$ cat config.mk
export PLATFORM = sky130hd
export DESIGN_NAME = itp_top_pending
export DESIGN_NICKNAME = d
export VERILOG_FILES = /design/src/itp_pkg.sv /design/src/itp_top_finder.sv /design/src/itp_top_pending.sv
export SDC_FILE = /design/constraint.sdc
export NUM_CORES = 1
export LEC_CHECK = 0
export BUFFER_PORTS_ARGS = -buffer_cell sky130_fd_sc_hd__buf_2
export CAP_MARGIN = 25
export CORE_UTILIZATION = 55
export DETAILED_ROUTE_END_ITERATION = 7
export GPL_TIMING_DRIVEN = 0
export PLACE_DENSITY = 0.87
export SLEW_MARGIN = 20
export SYNTH_ARGS = -nofsm -noshare
export SYNTH_HDL_FRONTEND = slang
export SYNTH_SLANG_ARGS = --single-unit
export TNS_END_PERCENT = 100
$ cat constraint.sdc
create_clock -name clk_sys -period 3.8 [get_ports clk_sys]
set_input_delay 0.76 -clock clk_sys [delete_from_list [all_inputs] [get_ports clk_sys]]
set_output_delay 0.76 -clock clk_sys [all_outputs]
set_load 0.05 [all_outputs]
$ cat src/itp_pkg.sv
package itp_pkg;

  // Register offsets and widths of the APB decode and the priority field
  localparam logic [15:0] ITP_TOP_PEND_OFFSET = 16'he268;
  localparam logic [15:0] ITP_STATUS_OFFSET   = 16'he270;
  localparam logic [15:0] ITP_MASK_OFFSET     = 16'he274;
  localparam int          ITP_ADDR_W          = 16;
  localparam int          ITP_DATA_W          = 32;
  localparam int          ITP_PRIO_W          = 4;

  // Source bit positions within the register
  localparam int ITP_WAN_TX_DONE_BIT     = 30;
  localparam int ITP_WAN_RX_BIT          = 29;
  localparam int ITP_WAN_TX_BUF_BIT      = 28;
  localparam int ITP_WAN_RX_BUF_BIT      = 27;
  localparam int ITP_WAN_TX_STOP_BIT     = 26;
  localparam int ITP_WAN_RX_STOP_BIT     = 25;
  localparam int ITP_BUS_ERROR_BIT       = 24;
  localparam int ITP_LAN_WAKEUP_BIT      = 19;
  localparam int ITP_WAN_WAKEUP_BIT      = 18;
  localparam int ITP_LAN_TX_DONE_BIT     = 17;
  localparam int ITP_LAN_RX_BIT          = 16;
  localparam int ITP_LAN_TX_BUF_BIT      = 15;
  localparam int ITP_LAN_RX_BUF_BIT      = 14;
  localparam int ITP_LAN_TX_STOP_BIT     = 13;
  localparam int ITP_LAN_RX_STOP_BIT     = 12;
  localparam int ITP_USB_DEVICE_BIT      = 10;
  localparam int ITP_USB_FS_HOST_BIT     = 9;
  localparam int ITP_USB_HS_HOST_BIT     = 8;
  localparam int ITP_SD_HOST_BIT         = 7;
  localparam int ITP_SECURITY_BIT        = 6;
  localparam int ITP_MEMORY_CTRL_BIT     = 4;

  // Implemented source positions; everything else reads zero
  localparam logic [31:0] ITP_SOURCE_MASK = 32'h7f0f_f7d0;
  localparam logic [31:0] ITP_RESET_VALUE = 32'h0000_0000;

  // Event bits of the status and mask registers
  localparam int ITP_EV_TOP_CHANGE_BIT = 0;
  localparam int ITP_EV_TOP_SET_BIT    = 1;
  localparam int ITP_EV_W              = 2;
  localparam logic [ITP_EV_W-1:0] ITP_EV_RESET = 2'h0;

  typedef logic [ITP_PRIO_W-1:0] itp_prio_t;

  typedef struct packed {
    logic                  psel;
    logic                  penable;
    logic                  pwrite;
    logic [ITP_ADDR_W-1:0] paddr;
    logic [ITP_DATA_W-1:0] pwdata;
  } itp_apb_req_t;

  typedef struct packed {
    logic                  pready;
    logic [ITP_DATA_W-1:0] prdata;
    logic                  pslverr;
  } itp_apb_rsp_t;

endpackage

$ cat src/itp_top_finder.sv
`timescale 1ns/1ps
`default_nettype none

module itp_top_finder
  import itp_pkg::*;
#(
  parameter int N = 32
)(
  input  wire logic [N-1:0]      pending,
  input  wire itp_prio_t [N-1:0] prio,
  output logic [N-1:0]           top
);

  itp_prio_t best;

  always_comb
  begin
    best = '0;
    for (int i = 0; i < N; i++)
    begin
      if (pending[i] && (prio[i] > best))
      begin
        best = prio[i];
      end
    end
    top = '0;
    for (int i = 0; i < N; i++)
    begin
      top[i] = pending[i] && (prio[i] == best);
    end
  end

endmodule

`default_nettype wire

$ cat src/itp_top_pending.sv
// Operation
// - The top-priority register is read only and writes to it change nothing.
// - A bit is set only if its source is pending on IRQ and has the highest pending priority.
// - All pending sources that share the top priority are flagged together.
// - WAN transmit done is bit 30 and WAN receive is bit 29.
// - WAN transmit buffer unavailable is bit 28 and WAN receive buffer unavailable is bit 27.
// - WAN transmit stopped is bit 26 and WAN receive stopped is bit 25.
// - System bus error response is bit 24.
// - LAN wake-up is bit 19 and WAN wake-up is bit 18.
// - LAN transmit done is bit 17 and LAN receive is bit 16.
// - LAN transmit buffer unavailable is bit 15 and LAN receive buffer unavailable is bit 14.
// - LAN transmit stopped is bit 13 and LAN receive stopped is bit 12.
// - USB device is bit 10, full-speed host bit 9 and high-speed host bit 8.
// - The SD host controller is bit 7.
// - The security engine is bit 6.
// - The external memory controller is bit 4.
//
// The APB register port was chosen for this implementation.
`timescale 1ns/1ps
`default_nettype none

module itp_top_pending
  import itp_pkg::*;
(
  input  wire logic             clk_sys,
  input  wire logic             rst_b,
  input  wire itp_apb_req_t     apb_req,
  output itp_apb_rsp_t          apb_rsp,
  input  wire logic             wan_tx_done,
  input  wire logic             wan_rx,
  input  wire logic             wan_tx_buf_unavail,
  input  wire logic             wan_rx_buf_unavail,
  input  wire logic             wan_tx_stopped,
  input  wire logic             wan_rx_stopped,
  input  wire logic             bus_error,
  input  wire logic             lan_wakeup,
  input  wire logic             wan_wakeup,
  input  wire logic             lan_tx_done,
  input  wire logic             lan_rx,
  input  wire logic             lan_tx_buf_unavail,
  input  wire logic             lan_rx_buf_unavail,
  input  wire logic             lan_tx_stopped,
  input  wire logic             lan_rx_stopped,
  input  wire logic             usb_device,
  input  wire logic             usb_fullspeed_host,
  input  wire logic             usb_highspeed_host,
  input  wire logic             sd_host,
  input  wire logic             security_engine,
  input  wire logic             memory_ctrl,
  input  wire logic [31:0]      irq_enable,
  input  wire logic [31:0]      irq_route_fast,
  input  wire itp_prio_t [31:0] src_prio,
  output logic                  irq_top_event,
  output logic [31:0]           irq_top_priority_pending
);

  ////////////////////////////////////////////////////////////////////////////
  // Source gathering

  logic [31:0] raw_pending;
  logic [31:0] src_enabled;
  logic [31:0] src_normal;
  logic [31:0] irq_pending;
  logic [31:0] next_top;
  logic [31:0] next_top_masked;

  always_comb
  begin
    raw_pending = '0;
    // WAN MAC
    raw_pending[ITP_WAN_TX_DONE_BIT] = wan_tx_done;
    raw_pending[ITP_WAN_RX_BIT]      = wan_rx;
    raw_pending[ITP_WAN_TX_BUF_BIT]  = wan_tx_buf_unavail;
    raw_pending[ITP_WAN_RX_BUF_BIT]  = wan_rx_buf_unavail;
    raw_pending[ITP_WAN_TX_STOP_BIT] = wan_tx_stopped;
    raw_pending[ITP_WAN_RX_STOP_BIT] = wan_rx_stopped;

    // Bus error and wake-up
    raw_pending[ITP_BUS_ERROR_BIT]   = bus_error;
    raw_pending[ITP_LAN_WAKEUP_BIT]  = lan_wakeup;
    raw_pending[ITP_WAN_WAKEUP_BIT]  = wan_wakeup;

    // LAN MAC
    raw_pending[ITP_LAN_TX_DONE_BIT] = lan_tx_done;
    raw_pending[ITP_LAN_RX_BIT]      = lan_rx;
    raw_pending[ITP_LAN_TX_BUF_BIT]  = lan_tx_buf_unavail;
    raw_pending[ITP_LAN_RX_BUF_BIT]  = lan_rx_buf_unavail;
    raw_pending[ITP_LAN_TX_STOP_BIT] = lan_tx_stopped;
    raw_pending[ITP_LAN_RX_STOP_BIT] = lan_rx_stopped;

    // USB, SD, security and memory
    raw_pending[ITP_USB_DEVICE_BIT]  = usb_device;
    raw_pending[ITP_USB_FS_HOST_BIT] = usb_fullspeed_host;
    raw_pending[ITP_USB_HS_HOST_BIT] = usb_highspeed_host;
    raw_pending[ITP_SD_HOST_BIT]     = sd_host;
    raw_pending[ITP_SECURITY_BIT]    = security_engine;
    raw_pending[ITP_MEMORY_CTRL_BIT] = memory_ctrl;
  end

  // Enabled, routed to IRQ, and only implemented positions
  assign src_enabled = raw_pending & irq_enable;
  assign src_normal  = src_enabled & ~irq_route_fast;
  assign irq_pending = src_normal & ITP_SOURCE_MASK;

  ////////////////////////////////////////////////////////////////////////////
  // Top-priority search

  itp_top_finder #(
    .N (32)
  ) u_finder (
    .pending (irq_pending),
    .prio    (src_prio),
    .top     (next_top)
  );

  // Reserved positions never reach the register
  assign next_top_masked = next_top & ITP_SOURCE_MASK;

  ////////////////////////////////////////////////////////////////////////////
  // Top-priority register, refreshed every cycle

  always_ff @(posedge clk_sys or negedge rst_b)
  begin
    if (!rst_b)
    begin
      irq_top_priority_pending <= ITP_RESET_VALUE;
    end
    else
    begin
      irq_top_priority_pending <= next_top_masked;
    end
  end

  ////////////////////////////////////////////////////////////////////////////
  // Events: top set changed, top set became non-empty

  logic [ITP_EV_W-1:0] ev_status;
  logic [ITP_EV_W-1:0] ev_mask;
  logic [ITP_EV_W-1:0] ev_hit;
  logic                top_changed;
  logic                top_arrived;

  assign top_changed = next_top_masked != irq_top_priority_pending;
  assign top_arrived = (irq_top_priority_pending == '0) && (next_top_masked != '0);

  always_comb
  begin
    ev_hit = '0;
    ev_hit[ITP_EV_TOP_CHANGE_BIT] = top_changed;
    ev_hit[ITP_EV_TOP_SET_BIT]    = top_arrived;
  end

  ////////////////////////////////////////////////////////////////////////////
  // APB slave, zero wait states

  logic wr_access;
  logic rd_access;

  assign wr_access = apb_req.psel && apb_req.penable && apb_req.pwrite;
  assign rd_access = apb_req.psel && !apb_req.pwrite;

  function automatic logic hit(input logic [ITP_ADDR_W-1:0] a, input logic [ITP_ADDR_W-1:0] o);
    hit = (a[ITP_ADDR_W-1:2] == o[ITP_ADDR_W-1:2]);
  endfunction

  // Zero extension of an event vector to a bus word
  function automatic logic [ITP_DATA_W-1:0] ev_word(input logic [ITP_EV_W-1:0] v);
    ev_word = {{(ITP_DATA_W-ITP_EV_W){1'b0}}, v};
  endfunction

  // Register selects and strobes, low address bits ignored
  logic sel_top;
  logic sel_status;
  logic sel_mask;
  logic wr_status;
  logic wr_mask;
  logic rd_setup;

  assign sel_top    = hit(apb_req.paddr, ITP_TOP_PEND_OFFSET);
  assign sel_status = hit(apb_req.paddr, ITP_STATUS_OFFSET);
  assign sel_mask   = hit(apb_req.paddr, ITP_MASK_OFFSET);
  assign wr_status  = wr_access && sel_status;
  assign wr_mask    = wr_access && sel_mask;
  assign rd_setup   = rd_access && !apb_req.penable;
  // No write strobe exists for the top-priority word

  ////////////////////////////////////////////////////////////////////////////
  // Event status, write one to clear

  logic [ITP_EV_W-1:0] next_ev_status;
  logic [ITP_EV_W-1:0] next_ev_mask;
  logic                next_irq_top_event;

  // Set wins over write-one-to-clear
  always_comb
  begin
    next_ev_status = ev_status | ev_hit;
    if (wr_status)
    begin
      next_ev_status = (ev_status & ~apb_req.pwdata[ITP_EV_W-1:0]) | ev_hit;
    end
  end

  always_ff @(posedge clk_sys or negedge rst_b)
  begin
    if (!rst_b)
    begin
      ev_status <= ITP_EV_RESET;
    end
    else
    begin
      ev_status <= next_ev_status;
    end
  end

  ////////////////////////////////////////////////////////////////////////////
  // Event mask

  always_comb
  begin
    next_ev_mask = ev_mask;
    if (wr_mask)
    begin
      next_ev_mask = apb_req.pwdata[ITP_EV_W-1:0];
    end
  end

  always_ff @(posedge clk_sys or negedge rst_b)
  begin
    if (!rst_b)
    begin
      ev_mask <= ITP_EV_RESET;
    end
    else
    begin
      ev_mask <= next_ev_mask;
    end
  end

  ////////////////////////////////////////////////////////////////////////////
  // Level interrupt from registered status and mask

  assign next_irq_top_event = |(ev_status & ev_mask);

  always_ff @(posedge clk_sys or negedge rst_b)
  begin
    if (!rst_b)
    begin
      irq_top_event <= 1'b0;
    end
    else
    begin
      irq_top_event <= next_irq_top_event;
    end
  end

  ////////////////////////////////////////////////////////////////////////////
  // APB response: bus phase, ready and read data

  // Bus phase as seen by this slave
  typedef enum logic {PH_IDLE, PH_ACCESS} itp_bus_phase_t;

  itp_bus_phase_t        bus_phase;
  itp_bus_phase_t        next_bus_phase;
  logic [ITP_DATA_W-1:0] next_prdata;

  // Access phase follows every setup cycle
  always_comb
  begin
    next_bus_phase = PH_IDLE;
    unique case (bus_phase)
      PH_IDLE:
      begin
        if (apb_req.psel && !apb_req.penable)
        begin
          next_bus_phase = PH_ACCESS;
        end
      end
      PH_ACCESS:
      begin
        // Zero wait states, so the access ends here
        next_bus_phase = PH_IDLE;
      end
    endcase
  end

  always_ff @(posedge clk_sys or negedge rst_b)
  begin
    if (!rst_b)
    begin
      bus_phase <= PH_IDLE;
    end
    else
    begin
      bus_phase <= next_bus_phase;
    end
  end

  // Read data captured in setup; cleared while the bus idles
  always_comb
  begin
    next_prdata = apb_rsp.prdata;
    if (rd_setup)
    begin
      if (sel_top)
      begin
        next_prdata = irq_top_priority_pending;
      end
      else if (sel_status)
      begin
        next_prdata = ev_word(ev_status);
      end
      else if (sel_mask)
      begin
        next_prdata = ev_word(ev_mask);
      end
      else
      begin
        next_prdata = '0;
      end
    end
    else if (!apb_req.psel)
    begin
      next_prdata = '0;
    end
  end

  // Ready stands for the single access cycle
  always_ff @(posedge clk_sys or negedge rst_b)
  begin
    if (!rst_b)
    begin
      apb_rsp <= '0;
    end
    else
    begin
      apb_rsp.pready  <= next_bus_phase == PH_ACCESS;
      apb_rsp.pslverr <= 1'b0;
      apb_rsp.prdata  <= next_prdata;
    end
  end

endmodule

`default_nettype wire

==> flow_metrics.py, run 1 <==
metrics = {
    "synth": {
        "synth_area_mm2": 0.00910,
        "synth_most_common_cell": "nand2_1",
        "synth_edf_count": 0,
        "yosysSeqAreaShare_pct": 13.7,
        "synth_area_leader_cell": "dfrtp_1",
        "synth.top_cell.area_share_pct": 13.7,
        "synth_common_cells": "106 x nand2_1, 90 x inv_1, 77 x nor2_1",
        "synth_seq_cells": 50,
        "async_flop_share_pct": 100,
        "ys_warn_count": 0,
        "ys_types": 110,
        "syn_area_per_cell_um2": 7.63,
        "synth_cells": 1193,
        "yosys_most_used_dff": "dfrtp_1",
        "synthTopCellsByArea": "dfrtp_1 14%, xnor2_1 6.3%, ha_1 6.3%",
    },
    "die": {
        "rows": 46,
        "ios": 333,
        "die_h_um": 131,
        "die_x_um": 131,
        "initial_core_util_pct": 56.9,
    },
    "cts": {
        "ctsRootBufferMaster": "clkbuf_16",
        "clockBufferDepth": 2,
        "htreeDepth": 2,
        "cts_sinks": 50,
        "cts_hold_buf": 0,
        "cts_made_buffers": 5,
    },
    "run_status": {
        "status": "aborted with a tool error",
        "haltStage": "5_1_grt",
        "error_line": "[ERROR GRT-0232] Routing congestion too high. Check the congestion heatmap in the GUI.",
    },
    "global_routing": {
        "grt_max_degree": 34,
        "overflow": 264,
        "track_usage_pct": 89.9,
    },
    "placement": {
        "dp.cells": 1628,
        "io_buffer_count": 198,
        "dp_hpwl_mm": 25.3,
        "place_ws_ns": -28.66,
        "gp_congestion": 0.981,
    },
    "timing": {
        "endpoint_type": "register data pin",
        "worstEndpointGrtRepair": "ev_status[1]$_DFF_PN0_/D",
    },
}
[timing repair]
item,CTS
setup buffers,152
setup endpoints to repair,23
gates resized for setup,184
endpoints found under the hold margin,0
pin swaps,103
cloned,2
[kinds of logic after synthesis]
| group | synth area share [%] |
|---|---|
| simple gates | 25.7 |
| mux | 4.43 |
| other cells | 0.0412 |
| xor+xnor | 9.99 |
| flops | 13.7 |
| buf+inv | 7.83 |
| compound gates | 31.3 |
| fa+ha+maj | 7.00 |
[through the flow]
| stage | cell area [µm²] | hold WS [ns] |
|---|---|---|
| floorplan | 10100 | 0.408 |
| global placement | 11400 | 0.418 |
| detailed placement | 11400 | 0.424 |
| CTS | 13800 | 0.411 |
[layer usage]
metal / GRT overflow / GRT usage (%)
met5: 4 / 56.8
met4: 94 / 95.2
met1: 4 / 85.9
met2: 142 / 101
met3: 20 / 82.7
==> run 2, diff against run 1 <==
--- a/config.mk
+++ b/config.mk
@@ -7,10 +7,10 @@
 export LEC_CHECK = 0
 export BUFFER_PORTS_ARGS = -buffer_cell sky130_fd_sc_hd__buf_2
 export CAP_MARGIN = 25
-export CORE_UTILIZATION = 55
+export CORE_UTILIZATION = 40
 export DETAILED_ROUTE_END_ITERATION = 7
 export GPL_TIMING_DRIVEN = 0
-export PLACE_DENSITY = 0.87
+export PLACE_DENSITY_LB_ADDON = 0.15
 export SLEW_MARGIN = 20
 export SYNTH_ARGS = -nofsm -noshare
 export SYNTH_HDL_FRONTEND = slang
==> run 2 against run 1 <==
The flow now finishes, with violations (DRC, setup timing). Synthesized cell count unchanged. Synthesized area unchanged.
==> flow_metrics.py, run 2 <==
metrics = {
    "flow_run": {
        "max-cap-violations": 0,
    },
    "cts": {
        "cts_made_buffers": 5,
        "cts_hold_buf": 0,
        "clk_pin_slew_ns": 0.07,
        "htreeDepth": 2,
        "cts_tree": "yes",
        "cts_sinks": 50,
        "ctsRootBufferMaster": "clkbuf_16",
        "clockBufferDepth": 2,
        "insertion_delay_ns": 0.29,
    },
    "synth": {
        "yosys_most_used_dff": "dfrtp_1",
        "synthTopCellsByArea": "dfrtp_1 14%, xnor2_1 6.3%, ha_1 6.3%",
        "synth_seq_cells": 50,
        "synth_edf_count": 0,
        "synth_area_mm2": 0.00910,
        "synth_cells": 1193,
        "async_flop_share_pct": 100,
        "synth_area_leader_cell": "dfrtp_1",
        "ys_warn_count": 0,
        "synth_common_cells": "106 x nand2_1, 90 x inv_1, 77 x nor2_1",
        "synth_most_common_cell": "nand2_1",
        "synth.top_cell.area_share_pct": 13.7,
        "ys_types": 110,
        "yosysSeqAreaShare_pct": 13.7,
        "syn_area_per_cell_um2": 7.63,
    },
    "setup_path": {
        "slowest_stage": "or4_4",
        "endpoint_kind": "flip-flop",
        "arrival_ns": 30.32,
        "startpoint_type": "input pin",
        "reg2reg_depth": 8,
        "max_stage_delay_ns": 0.51,
        "path_max_fanout": 8,
        "worstPathRequired_ns": 4.02,
        "cp_common_cell": "ha_4",
        "path_class": "input pin to flip-flop",
    },
    "routing": {
        "dr.pass1.iters": 7,
        "vias": 11400,
        "wl_per_cell_um": 19.2,
        "via_per_inst": 6.03,
        "drc": 1,
        "detail-route-antenna-nets": 0,
        "wl_mm": 36.2,
        "drt_iter0_drc": 753,
    },
    "final_layout": {
        "top_regs": "apb_rsp (24), irq_top_priority_pending (21)",
        "final_common_cell": "buf_2",
        "finalNonFillerCells": 1889,
        "nNetsFinal": 1920,
        "final_cell_mix": "197 x buf_2, 194 x buf_4, 76 x inv_1",
        "layout-drive-gt1-share_pct": 48.9,
        "final_util_pct": 65.7,
        "largest_register_ffs": 24,
        "largest_register": "apb_rsp",
        "diodes": 0,
        "synthToLayoutAreaGrowth_pct": 59.3,
    },
    "die": {
        "die_x_um": 153,
        "dieArea_mm2": 0.0234,
        "initial_core_util_pct": 41.2,
        "core_mm2": 0.0221,
        "ios": 333,
        "die_h_um": 153,
        "rows": 54,
    },
    "placement": {
        "dp.cells": 1691,
        "io_buffer_count": 198,
        "gp_congestion": 0.978,
        "dp_hpwl_mm": 26.3,
    },
    "global_routing": {
        "track_usage_pct": 29.0,
        "grt_max_degree": 51,
        "antenna_found_initial": 0,
        "grt_pass1_wl_mm": 55.2,
        "overflow": 0,
        "grt_pass1_vias": 10600,
    },
    "timing": {
        "final-setup-viol-count": 23,
        "rsz0062_at_grt": "true",
        "slew_viol_final": 0,
        "worst_pin_slew_ns": 0.668,
        "finalClockSkew_ns": 0.00351,
        "setup_tns_ns": -586.27,
        "max_clock_freq_mhz": 33.2,
        "post-route-period-util_pct": 792,
        "slew_headroom_pct": 55.1,
        "timing.final.ws_setup_ns": -26.30,
        "holdWs_ns": 0.429,
        "hold_viol_final": 0,
        "finalWorstPathRequiredPeriod_ns": 30.10,
    },
    "power_and_ir_drop": {
        "irDropWorstVdd_mv": 0.269,
        "total_leakage_power_nw": 6.40,
        "power.density_mw_per_mm2": 559,
    },
    "run_status": {
        "status": "complete, but fails checks",
        "violations": "DRC, setup timing",
    },
    "min_path": {
        "hp-class": "flip-flop to flip-flop",
        "worstHoldPathCells": 1,
    },
}
==> run 2: cell counts after synthesis <==
Identical to the previous run, type by type.
==> run 2: critical path: cells and delay by family <==
kind,cells,cell delay (ns)
compound gates,56,10.15
simple gates,48,8.10
xor+xnor,1,0.12
mux,12,3.81
fa+ha+maj,22,5.56
buf+inv,20,1.73
==> run 2: power breakdown <==
part / internal, mW / total (mW) / switching, mW
Clock: 0.331 / 0.531 / 0.200
Sequential: 0.548 / 0.583 / 0.0349
Combinational: 3.30 / 7.00 / 3.70
Total: 4.18 / 8.11 / 3.94
==> run 2: through the flow <==
stage	cell area (µm²)	worst slack [ns]	total power, mW
after floorplan	10100	-25.07	4.26
after global placement	11500	-28.67	5.18
after detailed placement	11500	-28.83	5.24
after CTS	13700	-25.78	7.33
after global routing	14500	-27.44	8.56
final	14500	-26.30	8.11
==> run 2: path summary, 6_finish.rpt <==
| path | slack (ns) | endpoint | startpoint |
|---|---|---|---|
| worst max-delay path | -26.30 | ev_status[0]$_DFF_PN0_ | irq_route_fast[4] |
| worst min-delay path | 0.43 | apb_rsp[33]$_DFF_PN0_ | apb_rsp[33]$_DFF_PN0_ |
| worst max register to register | 1.63 | ev_status[0]$_DFF_PN0_ | irq_top_priority_pending[10]$_DFF_PN0_ |
| worst min register to register | 0.43 | apb_rsp[33]$_DFF_PN0_ | apb_rsp[33]$_DFF_PN0_ |
| max in group asynchronous | 2.87 | ev_status[0]$_DFF_PN0_ | rst_b |
| min in group asynchronous | 0.49 | apb_rsp[19]$_DFFE_PN0P_ | rst_b |
==> run 2: layout make-up <==
| type | instances | area, µm² |
|---|---|---|
| fill | 1834 | 7590 |
| sequential | 50 | 1250 |
| timing repair buffer | 390 | 2590 |
| clock buffer | 6 | 139 |
| clock inverter | 2 | 38.8 |
| buffer | 59 | 452 |
| inverter | 90 | 350 |
| multi-input combinational | 1012 | 9330 |
| tap | 280 | 350 |
==> run 2: logic make-up after synthesis <==
group | Yosys count | share of synthesized area, %
compound gates | 368 | 31.3
buf+inv | 151 | 7.83
xor+xnor | 103 | 9.99
flops | 50 | 13.7
other cells | 1 | 0.0412
fa+ha+maj | 52 | 7.00
mux | 37 | 4.43
simple gates | 431 | 25.7
==> run 2: what timing repair did <==
action	in CTS	in global routing
pin swaps	140	116
buffers inserted	146	47
setup endpoints to repair	23	23
endpoints found under the hold margin	0	0
cloned	1	0
resized for setup	163	109
==> run 2: routing by layer <==
| metal | GRT usage [%] | vias to the layer above | part of all wire (%) |
|---|---|---|---|
| met3 | 3.91 | 69 | 6.7 |
| met1 | 37.2 | 5535 | 42 |
| met5 | 0 | - | 0 |
| met4 | 7.36 | 0 | 2.2 |
| met2 | 50.9 | 488 | 49 |
| li1 | - | 5302 | - |
No activity file was read; power rests on OpenSTA's default activity.
